--- src/rtl/link_test_defines.svh ---
/*
  timing counts, pattern values and widths of the link pattern generator.
  assumes inclusion by bare name from the package and rtl modules.
*/
`ifndef LINK_TEST_DEFINES_SVH
`define LINK_TEST_DEFINES_SVH

// =====================================================================
// widths
`define LT_BUS_W        8
`define LT_STB_W        5

// =====================================================================
// pattern values
`define LT_PAT_A        8'hAA
`define LT_PAT_B        8'h55
`define LT_STB_FIRST    5'h1E
`define LT_STB_IDLE     5'h1F

// =====================================================================
// link clock timing: half period in ns at the 5 ns system clock
`define LT_SYS_PERIOD_NS 5
`define LT_HALF_NS       50
`define LT_HALF_CYC      ((`LT_HALF_NS + `LT_SYS_PERIOD_NS - 1) / \
                          `LT_SYS_PERIOD_NS)

`endif

--- src/rtl/link_test_pkg.sv ---
/*
  types shared by the link pattern generator.
  assumes link_test_defines.svh is on the include path.
*/
`include "link_test_defines.svh"

package link_test_pkg;

  // =====================================================================
  // one transfer on the link
  typedef struct packed {
    logic [`LT_BUS_W-1:0] data;
    logic [`LT_BUS_W-1:0] addr;
    logic [`LT_STB_W-1:0] stb;
  } link_word_s;

  typedef enum logic [1:0] {
    ST_IDLE = 2'b00,
    ST_RUN  = 2'b01,
    ST_STOP = 2'b10
  } run_state_e;

endpackage

--- src/rtl/link_pattern_gen.sv ---
/*
  link pattern generator: drives test patterns across the frame link.
  assumes start/stop come from logic on clk_sys_i; receivers sample on
  the falling edge of link_clk_o.
*/
`timescale 1ns/1ps
`include "link_test_defines.svh"

module link_pattern_gen
  import link_test_pkg::*;
#(
  parameter int unsigned HALF_CYC = `LT_HALF_CYC
) (
  input  wire logic                 clk_sys_i,
  input  wire logic                 rst_n_i,
  input  wire logic                 start_i,
  input  wire logic                 repeat_i,
  input  wire logic                 stop_i,
  output logic                      link_clk_o,
  output logic [`LT_BUS_W-1:0]      data_o,
  output logic [`LT_BUS_W-1:0]      addr_o,
  output logic [`LT_STB_W-1:0]      stb_o,
  output logic                      busy_o
);

  run_state_e  state_q;
  logic        rep_q;
  logic        rise;
  logic        clk_lvl;
  logic        first_q;
  link_word_s  word_q;

  // =====================================================================
  // link clock
  link_clk_div #(
    .HALF_CYC (HALF_CYC)
  ) u_div (
    .clk_sys_i  (clk_sys_i),
    .rst_n_i    (rst_n_i),
    .run_i      (state_q == ST_RUN),
    .link_clk_o (clk_lvl),
    .rise_o     (rise)
  );

  // =====================================================================
  // run control
  always_ff @(posedge clk_sys_i or negedge rst_n_i) begin
    if (!rst_n_i) begin
      state_q <= ST_IDLE;
      rep_q   <= 1'b0;
    end else begin
      unique case (state_q)
        ST_IDLE: begin
          if (start_i) begin
            state_q <= ST_RUN;
            rep_q   <= repeat_i;
          end
        end
        ST_RUN: begin
          if (stop_i) begin
            state_q <= ST_STOP;
          end else if (rise && !rep_q &&
                       word_q.stb == {1'b0, {(`LT_STB_W-1){1'b1}}}) begin
            // single pass ends after one full strobe sweep
            state_q <= ST_STOP;
          end
        end
        ST_STOP: begin
          state_q <= ST_IDLE;
        end
        default: begin
          state_q <= ST_IDLE;
        end
      endcase
    end
  end

  // =====================================================================
  // pattern step: changes one system cycle after the link clock rising edge so it is
  // settled a half period less one system cycle before the falling edge where it is sampled
  always_ff @(posedge clk_sys_i or negedge rst_n_i) begin
    if (!rst_n_i) begin
      first_q     <= 1'b1;
      word_q.data <= `LT_PAT_A;
      word_q.addr <= `LT_PAT_A;
      word_q.stb  <= `LT_STB_FIRST;
    end else if (state_q != ST_RUN) begin
      first_q     <= 1'b1;
      word_q.data <= `LT_PAT_A;
      word_q.addr <= `LT_PAT_A;
      word_q.stb  <= `LT_STB_FIRST;
    end else if (rise && first_q) begin
      // opening word has no falling edge yet; keep it one more period
      first_q <= 1'b0;
    end else if (rise) begin
      word_q.data <= (word_q.data == `LT_PAT_A) ? `LT_PAT_B
                                               : `LT_PAT_A;
      word_q.addr <= (word_q.addr == `LT_PAT_A) ? `LT_PAT_B
                                               : `LT_PAT_A;
      if (word_q.stb[`LT_STB_W-1] == 1'b0) begin
        word_q.stb <= `LT_STB_FIRST;
      end else begin
        word_q.stb <= {word_q.stb[`LT_STB_W-2:0], 1'b1};
      end
    end
  end

  // =====================================================================
  // outputs registered; idle shows all strobes high
  always_ff @(posedge clk_sys_i or negedge rst_n_i) begin
    if (!rst_n_i) begin
      link_clk_o <= 1'b0;
      data_o     <= '0;
      addr_o     <= '0;
      stb_o      <= `LT_STB_IDLE;
      busy_o     <= 1'b0;
    end else begin
      link_clk_o <= clk_lvl;
      busy_o     <= (state_q == ST_RUN);
      if (state_q == ST_RUN) begin
        data_o <= word_q.data;
        addr_o <= word_q.addr;
        stb_o  <= word_q.stb;
      end else begin
        data_o <= '0;
        addr_o <= '0;
        stb_o  <= `LT_STB_IDLE;
      end
    end
  end

endmodule

--- src/rtl/link_clk_div.sv ---
/*
  divider making the link clock level and a one-cycle pulse in the cycle
  that the level rises. assumes one system clock and async reset.
*/
`timescale 1ns/1ps

module link_clk_div #(
  parameter int unsigned HALF_CYC = 10
) (
  input  wire logic clk_sys_i,
  input  wire logic rst_n_i,
  input  wire logic run_i,
  output logic      link_clk_o,
  output logic      rise_o
);

  localparam int unsigned CW = $clog2(HALF_CYC + 1);

  logic [CW-1:0] cnt_q;

  // =====================================================================
  // divider: the clock stands low outside a run
  always_ff @(posedge clk_sys_i or negedge rst_n_i) begin
    if (!rst_n_i) begin
      cnt_q      <= '0;
      link_clk_o <= 1'b0;
      rise_o     <= 1'b0;
    end else if (!run_i) begin
      cnt_q      <= '0;
      link_clk_o <= 1'b0;
      rise_o     <= 1'b0;
    end else if (cnt_q == CW'(HALF_CYC - 1)) begin
      cnt_q      <= '0;
      link_clk_o <= ~link_clk_o;
      rise_o     <= ~link_clk_o;
    end else begin
      cnt_q  <= cnt_q + CW'(1);
      rise_o <= 1'b0;
    end
  end

endmodule

--- config.mk ---
export PLATFORM = sky130hd
export DESIGN_NAME = link_pattern_gen
export DESIGN_NICKNAME = d
export VERILOG_FILES = /design/src/rtl/link_test_pkg.sv /design/src/rtl/link_pattern_gen.sv /design/src/rtl/link_clk_div.sv
export VERILOG_INCLUDE_DIRS = /design/src /design/src/rtl
export SDC_FILE = /design/constraint.sdc
export NUM_CORES = 1
export LEC_CHECK = 0
export ABC_AREA = 1
export BUFFER_PORTS_ARGS = -buffer_cell sky130_fd_sc_hd__clkbuf_2
export CAP_MARGIN = 15
export CORE_MARGIN = 3
export CORE_UTILIZATION = 40
export DETAILED_ROUTE_END_ITERATION = 16
export SLEW_MARGIN = 40
export SYNTH_ARGS = -nofsm -noshare
export SYNTH_HDL_FRONTEND = slang
export SYNTH_SLANG_ARGS = --single-unit
--- constraint.sdc ---
create_clock -name clk_sys_i -period 1 [get_ports clk_sys_i]
set_input_delay 0.1 -clock clk_sys_i [delete_from_list [all_inputs] [get_ports clk_sys_i]]
set_output_delay 0.1 -clock clk_sys_i [all_outputs]
set_load 0.1 [all_outputs]
Yosys cells after proc, flatten, opt, wreduce, memory -nomap -nowiden
Cells that the tools add are included.
Widths: inputs -> output; s select.
{"block": "op_classes", "reduce_logical": 10, "add_sub_neg": 1, "bitwise_logic": 1, "n_eq_ne": 10, "n_mux": 21}
{"op": "$mux 21", "count": 3}
{"op": "$mux 8", "count": 4}
{"op": "$eq 8x8->1 const B", "count": 2}
{"op": "$mux 5", "count": 2}
{"op": "$mux 4", "count": 2}
{"op": "$mux 1", "count": 6}
{"op": "$mux 2", "count": 3}
{"op": "$ne 2x2->1 const B", "count": 3}
{"op": "$reduce_and 2->1", "count": 3}
{"op": "$eq 5x4->1 const B", "count": 1}
{"op": "$add 4x1->4 const B", "count": 1}
{"op": "$eq 4x4->1 const B", "count": 1}
{"op": "$pmux 2 s2", "count": 1}
{"op": "$reduce_bool 2->1", "count": 2}
{"op": "$logic_and 1x1->1", "count": 3}
{"op": "$ne 3x3->1 const B", "count": 1}
{"op": "$eq 2x1->1 const B", "count": 1}
{"op": "$logic_not 2->1", "count": 1}
{"op": "$ne 2x1->1 const B", "count": 1}
{"op": "$logic_not 1->1", "count": 1}
{"op": "$not 1->1", "count": 1}
{"block": "word_totals", "reg_bits": 54, "in_bits": 5}

Depth between registers and ports, before layout
Gate-level depths: netlist of run 1.
{"block": "logic_depth", "ltp_word": 6, "ltp_mapped": 6, "depth_no_buf": 6}

Modules after synthesis
From an unflattened synthesis of run 1, not the netlist that was laid out.
{"block": "unflattened", "hier_cells": 126, "hier_area_um2": 1243.7}
{"module": "link_pattern_gen", "cells_each": 99, "seq_area_each_um2": 615.6, "instances": 1, "area_each_um2": 978.4}
{"module": "link_clk_div", "cells_each": 27, "seq_area_each_um2": 150.1, "instances": 1, "area_each_um2": 265.3}

Worst setup path before layout of run 1
Ideal clock, no wire load.
{"block": "synth_timing", "path_kind": "reg-to-output", "from": "register, netlist name addr_o[6]", "to": "output addr_o[2]", "stages_incl_launch_ff": 2, "slack_ns": -0.457, "arrival_ns": 1.357, "t_required_ns": 0.900, "path_cell_list": "dfrtp_1 > buf_4"}
{"item": "end: declaration", "line_no": "link_pattern_gen.sv:21", "text": "output logic [`LT_BUS_W-1:0] addr_o,"}

==> flow_summary_export.csv, run 1 <==
group,metric,value,unit
timing,layout_setup_ws,-0.157,ns
floorplanning,fp.dieH,61.9,um
timing,fin_skew,0.0107,ns
cts,cts_buffers,5,
timing,fin_setup_tns,-4.24,ns
power_and_ir_drop,power.density,3270,nW/um^2
timing,rsz0062_at_grt,"true",
cts,cts.htree.levels,2,
timing,drv_slew,0,
drt,firstDrtPassIters,4,
timing,setup_viol,40,
timing,post-route-min-period,1.16,ns
drt,ant_nets,0,
drt,wl,2640,um
worst_setup_path,cp-end-kind,"primary output",
floorplanning,start_util,43.5,%
placement,gp_congestion,0.765,
floorplanning,die_w,61.9,um
logic_synthesis,yosysMostFrequentCell,"nor2_1",
logic_synthesis,ys_warn_count,0,
worst_setup_path,crit_buf_inv,1,
logic_synthesis,syn_inst,122,
logic_synthesis,synth_top_area_share,36.0,%
drt,wl_per_cell,13.0,um
cts,clock-root-buffer,"clkbuf_4",
cells_and_area,nFillCells,178,
drt,drt_iter0_markers,27,
worst_setup_path,crit_chain,"buf_12",
drt,dr_total_vias,935,
flow_run,drv_cap,0,
floorplanning,dieArea,3830,um^2
floorplanning,rows,19,
logic_synthesis,post_synth.cell_area_avg,10.2,um^2
logic_synthesis,synth.distinct_cells,21,
global_routing,track_usage,15.8,%
worst_setup_path,critPathArrivalTime,1.06,ns
drt,post_drt_via_cell_ratio,4.61,
worst_setup_path,crit_path_top_delay_cell,"dfrtp_4",
power_and_ir_drop,peakVddDrop,2050,uV
logic_synthesis,synth_edf_count,0,
drt,drc_errors,0,
cts,clkTransAtPathRegs,0.09,ns
worst_setup_path,crit_family,"flip-flops",
cells_and_area,areaGrowthSynthToFinish,67.2,%
cells_and_area,n_antenna_cell,0,
global_routing,overflow,0,
timing,final_hold_viol_count,0,
timing,max_slew_margin,75.8,%
outcome,status,"finished, violations left",
worst_setup_path,r2r_setup_slack,-0.10,ns
global_routing,antenna_found_initial,0,
cts,cts_max_path_buffers,2,
hold_path,worstHoldPathType,"input port to register",
logic_synthesis,netlist_area,1250,um^2
worst_setup_path,critPathKind,"register to primary output",
logic_synthesis,syn-num-nets,129,
worst_setup_path,cp_max_fo,4,
timing,finalCritPeriodShare,116,%
logic_synthesis,async_flop_share,100,%
logic_synthesis,ys_seq_elements,30,
global_routing,grt_pass1_vias,991,
floorplanning,core_area,2880,um^2
logic_synthesis,synth_area_leader_cell,"dfrtp_1",
cts,cts_num_sinks,30,
logic_synthesis,yosysSeqAreaShare,61.3,%
timing,timing.fmax,864,MHz
cells_and_area,final_nets,167,
outcome,violations,"setup timing",
floorplanning,io_pins,28,
timing,tightest_slew,0.364,ns
placement,io_buffers,27,
cts,cts_tree,"done",
cts,clk_latency,0.32,ns
timing,hold_slack,0.0545,ns
logic_synthesis,synth_common_cells,"nor2_1 (22), dfrtp_1 (18), inv_1 (14), nand2_1 (14), buf_4 (13)",
logic_synthesis,synthFlopType,"dfrtp_1",
cells_and_area,regArea,781,um^2
logic_synthesis,synthTopCellsByArea,"dfrtp_1 (36%), dfstp_2 (25%), buf_4 (7.8%)",
global_routing,grt_max_degree,31,
placement,dpl.hpwl,1550,um
global_routing,grt_pass1_wl,4240,um
power_and_ir_drop,leakagePower,0.917,nW
cells_and_area,drive_gt1_share,65.2,%
worst_setup_path,startpoint_type,"register",
worst_setup_path,cp.required,0.90,ns
worst_setup_path,cpPeakStageDelay,0.55,ns
cells_and_area,multiInputGateArea,512,um^2
## flip-flops by register name, indices dropped and copies added (netlist names)
name / count
addr_o: 2
link_clk_o: 1
state_q: 2
rep_q: 1
u_div.link_clk_o: 1
u_div.rise_o: 1
data_o: 2
u_div.cnt_q: 4
busy_o: 1
stb_o: 5
word_q: 9
first_q: 1
## layout make-up
type / count / share of cell area, %
repair buffers: 44 / 30.3
well taps: 42 / 2.51
inverters: 14 / 2.51
flip-flops and latches: 30 / 37.4
clock buffers: 8 / 2.81
multi-input cells: 65 / 24.5
## worst paths after layout
check,from,end,cells after the start
setup / recovery,addr_o[6]$_DFF_PN0_,addr_o[2],1
hold / removal,start_i,rep_q$_DFFE_PN0P_,3
setup reg to reg,first_q$_DFFE_PN1P_,word_q[3]$_DFFE_PN1P_,5
hold reg to reg,u_div.link_clk_o$_DFFE_PN0P_,link_clk_o$_DFF_PN0_,0
max in group asynchronous,rst_n_i,word_q[3]$_DFFE_PN1P_,3
min in group asynchronous,rst_n_i,addr_o[5]$_DFF_PN0_,3
## layout by cell type (no fill, tap or decap), drive strengths merged
| cell type | instances |
|---|---|
| nand2 | 16 |
| dlygate4sd3 | 2 |
| xnor2 | 1 |
| inv | 14 |
| xor2 | 1 |
| nand3 | 6 |
| ha | 2 |
| buf | 38 |
| o21ai | 5 |
| a21oi | 7 |
| nand3b | 1 |
| dfstp | 12 |
| nor2 | 25 |
| or2 | 1 |
| clkbuf | 12 |
| dfrtp | 18 |
## cell families after synthesis
group | after synthesis | synth area share [%]
compound gates | 12 | 5.71
simple gates | 48 | 16.7
xor+xnor | 2 | 1.40
buf+inv | 28 | 12.9
flops | 30 | 61.3
fa+ha+maj | 2 | 2.00
## layer usage
metal	vias to the layer above	wire length [um]	global-route usage, %
li1	440	-	-
met1	448	1020	16.5
met2	39	1410	26.2
met3	8	151	6.40
met4	0	60	10.6
met5	-	0	0
## stage by stage
stage / setup WS (ns) / cell area [um^2] / total power, mW / utilization (%) / instances
2_1_floorplan: -0.0538 / 1280 / 4.36 / - / 122
3_3_place_gp: -0.0397 / 1770 / 5.51 / 61.5 / 186
3_5_place_dp: -0.0799 / 1770 / 5.56 / 61.5 / 186
4_1_cts: -0.167 / 2010 / 6.64 / 69.9 / 201
5_1_grt: -0.194 / 2090 / 7.10 / 72.6 / 203
6_report: -0.157 / 2090 / 6.83 / 72.6 / 203
## timing repair
item / CTS / global route
gates resized for setup: 32 / 15
hold buffers: 1 / 1
setup buffers: 5 / 1
endpoints found under the setup margin: 41 / 46
pin swaps: 15 / 7
endpoints found under the hold margin: 18 / 1
cloned: 1 / 0
## worst min-delay path: cells and delay by family
family | cells | cell delay, ns
AO/OA/AOI/OAI | 1 | 0.06
buffers and inverters | 1 | 0.10
AND/OR/NAND/NOR | 1 | 0.09
## report_power, final
part	total [mW]	switching [mW]	leakage [nW]	internal [mW]
clock network	0.728	0.381	0.0326	0.347
logic	4.25	2.71	0.525	1.54
registers	1.85	0.343	0.360	1.51
(Power assumes the default switching activity.)
==> inputs of run 2 (changes only) <==
--- a/config.mk
+++ b/config.mk
@@ -6,7 +6,7 @@
 export SDC_FILE = /design/constraint.sdc
 export NUM_CORES = 1
 export LEC_CHECK = 0
-export ABC_AREA = 1
+export ABC_AREA = 0
 export BUFFER_PORTS_ARGS = -buffer_cell sky130_fd_sc_hd__clkbuf_2
 export CAP_MARGIN = 15
 export CORE_MARGIN = 3
==> run 2 against run 1 <==
Compared with the run above: the flow still finishes with violations (setup timing); critical endpoint is now u_div.cnt_q[3]$_DFF_PN0_; routed wire length is 7.0% lower; largest power group unchanged; sequential share of layout area is 2.2 points higher; synthesized cell count is 9.8% lower; global-route usage is 1.8 points lower.
==> flow_summary_export.csv, run 2 <==
group,metric,value,unit
power_and_ir_drop,power.density,2190,nW/um^2
cells_and_area,final_cells,185,
drt,wl_met3,89,um
cells_and_area,n_antenna_cell,0,
drt,ant_nets,0,
drt,firstDrtPassIters,4,
cells_and_area,regMostFlops,"word_q",
logic_synthesis,async_flop_share,100,%
drt,dr_total_vias,886,
cts,clkTransAtPathRegs,0.10,ns
floorplanning,die_w,62.7,um
logic_synthesis,synth_edf_count,0,
logic_synthesis,synth_common_cells,"dfrtp_1 (18), nor2_1 (14), buf_4 (12), dfstp_2 (12), o21ai_0 (7)",
floorplanning,dieArea,3940,um^2
cells_and_area,nFillCells,238,
cells_and_area,regArea,782,um^2
global_routing,antenna_found_initial,0,
power_and_ir_drop,leakagePower,0.827,nW
hold_path,min-delay-start,"repeat_i",
worst_setup_path,ff2ff_path_depth,3,
cts,cts_max_path_buffers,2,
cts,clock-root-buffer,"clkbuf_4",
cts,cts_tree,"done",
drt,drc_errors,0,
drt,wl,2460,um
timing,timing.fmax,833,MHz
cts,cts_num_sinks,30,
cells_and_area,final_common_cell,"buf_12",
floorplanning,io_pins,28,
flow_run,drv_cap,0,
worst_setup_path,cp-end-kind,"register",
logic_synthesis,synthFlopType,"dfrtp_1",
worst_setup_path,crit_chain,"ha_4 -> or3b_4 -> a31oi_1",
global_routing,grt_max_degree,31,
floorplanning,rows,19,
logic_synthesis,post_synth.cell_area_avg,11.7,um^2
timing,finalCritPeriodShare,120,%
floorplanning,fp.dieH,62.7,um
placement,placed_area,1790,um^2
cells_and_area,largest_reg_flops,9,
timing,layout_setup_ws,-0.201,ns
logic_synthesis,syn-num-nets,117,
timing,tightest_slew,0.364,ns
worst_setup_path,crit_path_top_delay_cell,"dfrtp_1",
timing,final_hold_viol_count,0,
drt,wl_met1,968,um
floorplanning,core_area,2900,um^2
worst_setup_path,cp_max_fo,3,
worst_setup_path,cpPeakStageDelay,0.42,ns
power_and_ir_drop,peakVddDrop,1350,uV
cells_and_area,multiInputGateArea,489,um^2
timing,setup_viol,39,
worst_setup_path,timing.rr.end,"u_div.cnt_q[3]$_DFF_PN0_",
worst_setup_path,startpoint_type,"register",
cells_and_area,drive_gt1_share,60.8,%
cells_and_area,fin_area,1980,um^2
logic_synthesis,syn_inst,110,
logic_synthesis,netlist_area,1290,um^2
cts,clk_latency,0.33,ns
cts,cts.htree.levels,2,
timing,rsz0062_at_grt,"true",
logic_synthesis,ys_seq_elements,30,
drt,top_layer,"met4",
timing,fin_setup_tns,-4.37,ns
drt,wl_met2,1340,um
hold_path,holdPathStages,2,
timing,drv_slew,0,
outcome,status,"finished, violations left",
hold_path,worstHoldPathType,"input port to register",
placement,io_buffers,27,
global_routing,grt_pass1_wl,4220,um
drt,post_drt_via_cell_ratio,4.79,
floorplanning,start_util,44.4,%
cts,cts_buffers,5,
placement,dp_cells,173,
placement,dpl.hpwl,1690,um
drt,wl_per_cell,13.3,um
drt,drt_iter0_markers,10,
timing,fin_skew,0.0128,ns
worst_setup_path,r2r_start,"u_div.cnt_q[0]$_DFF_PN0_",
hold_path,hold_end,"rep_q$_DFFE_PN0P_",
logic_synthesis,synthTopCellsByArea,"dfrtp_1 (35%), dfstp_2 (24%), buf_4 (7.0%)",
placement,gp_congestion,0.784,
logic_synthesis,ys_warn_count,0,
logic_synthesis,yosysMostFrequentCell,"dfrtp_1",
cells_and_area,final_cell_mix,"buf_12 (23), dfrtp_1 (13), dfstp_2 (12)",
power_and_ir_drop,p_total,4.33,mW
worst_setup_path,critPathKind,"register to register",
global_routing,grt_pass1_vias,897,
cells_and_area,areaGrowthSynthToFinish,53.6,%
logic_synthesis,synth_top_area_share,35.0,%
outcome,violations,"setup timing",
logic_synthesis,yosysSeqAreaShare,59.5,%
cells_and_area,final_nets,149,
global_routing,overflow,0,
worst_setup_path,critPathArrivalTime,1.46,ns
logic_synthesis,synth.distinct_cells,29,
worst_setup_path,cp.required,1.25,ns
worst_setup_path,r2r_setup_slack,-0.20,ns
logic_synthesis,synth_area_leader_cell,"dfrtp_1",
global_routing,track_usage,14.1,%
timing,post-route-min-period,1.20,ns
cells_and_area,reg.largest.list,"word_q: 9 flops, stb_o: 5 flops, u_div.cnt_q: 4 flops",
placement,place_ws,-0.179,ns
timing,max_slew_margin,75.7,%
==> run 2: cell count changes in the layout (fill, tap and decap cells not counted), sizes merged, moves of 3 or more <==
| cell | delta |
|---|---|
| nor2 | -11 |
| nand3 | -5 |
| nand2 | -11 |
| nand2b | +7 |
| a21oi | -3 |
| inv | -11 |
| and2 | +4 |
| nor3b | +3 |
| buf | -5 |
==> run 2: worst max-delay path: cells and delay by family, from the launching register on <==
kind | cells | cell delay (ns)
AO/OA/AOI/OAI | 1 | 0.17
adder cells (fa/ha/maj) | 1 | 0.18
AND/OR/NAND/NOR | 1 | 0.37
flip-flops | 1 | 0.42
==> run 2: cell families (layout without fill, tap and decap cells) <==
group,after synthesis,count (layout),share of synthesized area [%]
AOI/OAI and AO/OA,14,14,5.93
adders and majority gates,2,2,1.94
muxes,2,2,1.65
xor gates and xnor gates,1,1,0.680
and+or+nand+nor,44,44,20.3
buffers and inverters,17,50,10.0
DFF,30,30,59.5
==> run 2: routing by layer <==
metal	up-vias	GRT usage, %
met5	-	0
met4	0	8.26
met3	5	4.32
met2	20	25.4
met1	444	14.0
li1	417	-
==> run 2: per-stage QoR <==
stage,hold WS [ns],util [%]
6_report,0.0167,68.2
4_1_cts,0.00699,65.6
3_5_place_dp,0.132,61.7
3_3_place_gp,0.126,61.7
2_1_floorplan,-0.196,-
5_1_grt,0.0229,68.2
==> run 2: worst max path at each step <==
| stage | startpoint | to | slack, ns | cells past startpoint |
|---|---|---|---|---|
| finish | u_div.cnt_q[0]$_DFF_PN0_ | u_div.cnt_q[3]$_DFF_PN0_ | -0.20 | 3 |
| floorplan | u_div.cnt_q[1]$_DFF_PN0_ | u_div.cnt_q[3]$_DFF_PN0_ | -0.11 | 4 |
| global placement | u_div.cnt_q[1]$_DFF_PN0_ | u_div.cnt_q[3]$_DFF_PN0_ | -0.08 | 4 |
| CTS | data_o[6]$_DFF_PN0_ | data_o[2] | -0.18 | 1 |
| global route | u_div.cnt_q[1]$_DFF_PN0_ | u_div.cnt_q[3]$_DFF_PN0_ | -0.25 | 4 |
| detailed placement | u_div.cnt_q[1]$_DFF_PN0_ | u_div.cnt_q[3]$_DFF_PN0_ | -0.18 | 4 |
==> run 2: what timing repair did <==
action                                 4_1_cts  5_1_grt
hold buffers                                 2        0
endpoints found under the hold margin       19        0
setup buffers                                1        2
pin swaps                                    8        8
gates resized for setup                     14       18
setup endpoints to repair                   40       42
==> run 2: cell type report <==
class                      instances  area share (%)
clock inverter                     1           0.253
multi-input combinational         63            24.7
timing repair buffer              39            29.1
sequential                        30            39.5
inverter                           3           0.949
clock buffer                       7            2.78
tap                               42            2.66
==> run 2: power breakdown <==
part / total, mW / internal, mW / switching [mW]
clock network: 0.748 / 0.340 / 0.408
logic: 2.06 / 0.743 / 1.32
registers: 1.52 / 1.36 / 0.157
total: 4.33 / 2.44 / 1.88
==> inputs of run 3 (changes only) <==
--- a/config.mk
+++ b/config.mk
@@ -9,8 +9,9 @@
 export ABC_AREA = 0
 export BUFFER_PORTS_ARGS = -buffer_cell sky130_fd_sc_hd__clkbuf_2
 export CAP_MARGIN = 15
-export CORE_MARGIN = 3
+export CORE_MARGIN = 5
 export CORE_UTILIZATION = 40
+export CTS_CLUSTER_DIAMETER = 200
 export DETAILED_ROUTE_END_ITERATION = 16
 export SLEW_MARGIN = 40
 export SYNTH_ARGS = -nofsm -noshare
==> run 3 against run 2 <==
Compared with the run above: the run still ends with setup timing left; hold slack lost 0.00058 ns; highest routed layer unchanged; flip-flop and latch count did not move; global-route usage is 2.0 points lower; sequential power barely moved; clock power shrank 11%; first-iteration DRC count up 50%; setup slack improved by 0.050 ns; largest power group unchanged; count of clock-buffer cells in the layout grew 1.
==> flow_summary_export.csv, run 3 (synthesis results as in run 2) <==
group,metric,value,unit
placement,gp_congestion,0.852,
global_routing,grt_max_degree,21,
floorplanning,die_w,66.7,um
worst_setup_path,critPathKind,"register to primary output",
timing,max_slew_margin,79.4,%
timing,timing.fmax,869,MHz
worst_setup_path,startpoint_type,"register",
cells_and_area,drive_gt1_share,58.9,%
cts,clkTransAtPathRegs,0.08,ns
cells_and_area,final_common_cell,"buf_12",
hold_path,worstHoldPathType,"input port to register",
global_routing,track_usage,12.1,%
cts,cts_buffers,5,
cells_and_area,final_cell_mix,"buf_12 (25), dfrtp_1 (13), dfstp_2 (12)",
drt,wl_per_cell,13.2,um
outcome,status,"finished, violations left",
worst_setup_path,cp.required,0.90,ns
drt,drc_errors,0,
global_routing,grt_pass1_wl,3990,um
global_routing,overflow,0,
drt,dr_total_vias,902,
placement,place_ws,-0.131,ns
worst_setup_path,critPathArrivalTime,1.05,ns
floorplanning,io_pins,28,
timing,post-route-min-period,1.15,ns
flow_run,drv_cap,0,
worst_setup_path,crit_family,"flip-flops",
placement,io_buffers,27,
placement,dpl.hpwl,1730,um
placement,dp_cells,177,
cells_and_area,areaGrowthSynthToFinish,56.2,%
power_and_ir_drop,leakagePower,0.845,nW
cells_and_area,regArea,782,um^2
cts,cts_tree,"done",
drt,post_drt_via_cell_ratio,4.75,
timing,setup_viol,39,
worst_setup_path,cp_max_fo,4,
cells_and_area,fin_area,2010,um^2
placement,placed_area,1830,um^2
drt,ant_nets,0,
timing,rsz0062_at_grt,"true",
timing,finalCritPeriodShare,115,%
floorplanning,dieArea,4450,um^2
cells_and_area,nFillCells,234,
cts,cts_num_sinks,30,
power_and_ir_drop,peakVddDrop,1090,uV
cells_and_area,multiInputGateArea,477,um^2
cells_and_area,largest_reg_flops,9,
cells_and_area,final_cells,190,
floorplanning,start_util,41.8,%
floorplanning,rows,20,
cts,cts_max_path_buffers,2,
floorplanning,core_area,3080,um^2
cells_and_area,reg.largest.list,"word_q: 9 flops, stb_o: 5 flops, u_div.cnt_q: 4 flops",
worst_setup_path,crit_chain,"buf_12",
worst_setup_path,cpPeakStageDelay,0.54,ns
cts,clock-root-buffer,"clkbuf_4",
power_and_ir_drop,power.density,2150,nW/um^2
worst_setup_path,crit_path_top_delay_cell,"dfrtp_4",
drt,wl,2500,um
timing,drv_slew,0,
drt,drt_iter0_markers,15,
cells_and_area,final_nets,152,
timing,fin_setup_tns,-4.10,ns
cells_and_area,regMostFlops,"word_q",
timing,fin_skew,0.0146,ns
timing,final_hold_viol_count,0,
cts,clk_latency,0.33,ns
timing,layout_setup_ws,-0.151,ns
power_and_ir_drop,p_total,4.32,mW
floorplanning,fp.dieH,66.7,um
worst_setup_path,crit_buf_inv,1,
cts,cts.htree.levels,2,
timing,tightest_slew,0.309,ns
global_routing,grt_pass1_vias,926,
outcome,violations,"setup timing",
global_routing,antenna_found_initial,0,
cells_and_area,n_antenna_cell,0,
drt,firstDrtPassIters,4,
worst_setup_path,cp-end-kind,"primary output",
-- run 3: power by group --
part / internal, mW / leakage, nW / switching [mW]
Combinational: 0.804 / 0.460 / 1.33
Sequential: 1.36 / 0.359 / 0.155
Clock: 0.280 / 0.0265 / 0.389
-- run 3: area by class of cell --
class,count,share of cell area [%]
inverters,3,0.933
clock buffers,8,2.43
well taps,44,2.74
repair buffers,42,31.3
multi-input cells,63,23.7
flip-flops and latches,30,38.9
-- run 3: final timing paths --
kind                                            endpoint  slack, ns  cells past startpoint                         start
max in group asynchronous             stb_o[0]$_DFF_PN1_       0.33                      3                       rst_n_i
worst max register to register  u_div.cnt_q[3]$_DFF_PN0_      -0.15                      4      u_div.cnt_q[1]$_DFF_PN0_
worst min register to register      link_clk_o$_DFF_PN0_       0.45                      0  u_div.link_clk_o$_DFFE_PN0P_
min in group asynchronous       u_div.cnt_q[2]$_DFF_PN0_       0.18                      2                       rst_n_i
worst min-delay path              state_q[0]$_DFFE_PN0P_       0.02                      3                       start_i
worst max-delay path                           data_o[5]      -0.15                      1           data_o[5]$_DFF_PN0_
-- run 3: through the flow --
| step | utilization [%] | hold WS, ns |
|---|---|---|
| 6_report | 65.3 | 0.0161 |
| 2_1_floorplan | - | -0.196 |
| 3_5_place_dp | 59.6 | 0.000594 |
| 4_1_cts | 63.2 | 0.00230 |
| 3_3_place_gp | 59.6 | -0.00462 |
| 5_1_grt | 65.3 | 0.0252 |
-- run 3: what timing repair did --
action                                  4_1_cts  5_1_grt
resized for setup                            15       16
hold endpoints to repair                     20        0
hold buffers                                  3        0
endpoints found under the setup margin       40       41
pin swaps                                     7        6
buffers inserted                              1        1
-- run 3: layer usage --
layer	vias to the layer above	share of wire (%)	global-route usage, %
met5	-	0	0
met4	0	1.8	6.09
met3	6	7.9	5.90
met2	32	51	20.9
met1	438	39	11.8
li1	426	-	-
-- run 3: worst reg2reg max path, cell delays in order, from the launching register on --
cell	delay, ns
dfrtp_1	0.38
inv_2	0.06
ha_4	0.16
or3b_1	0.35
a31oi_1	0.13
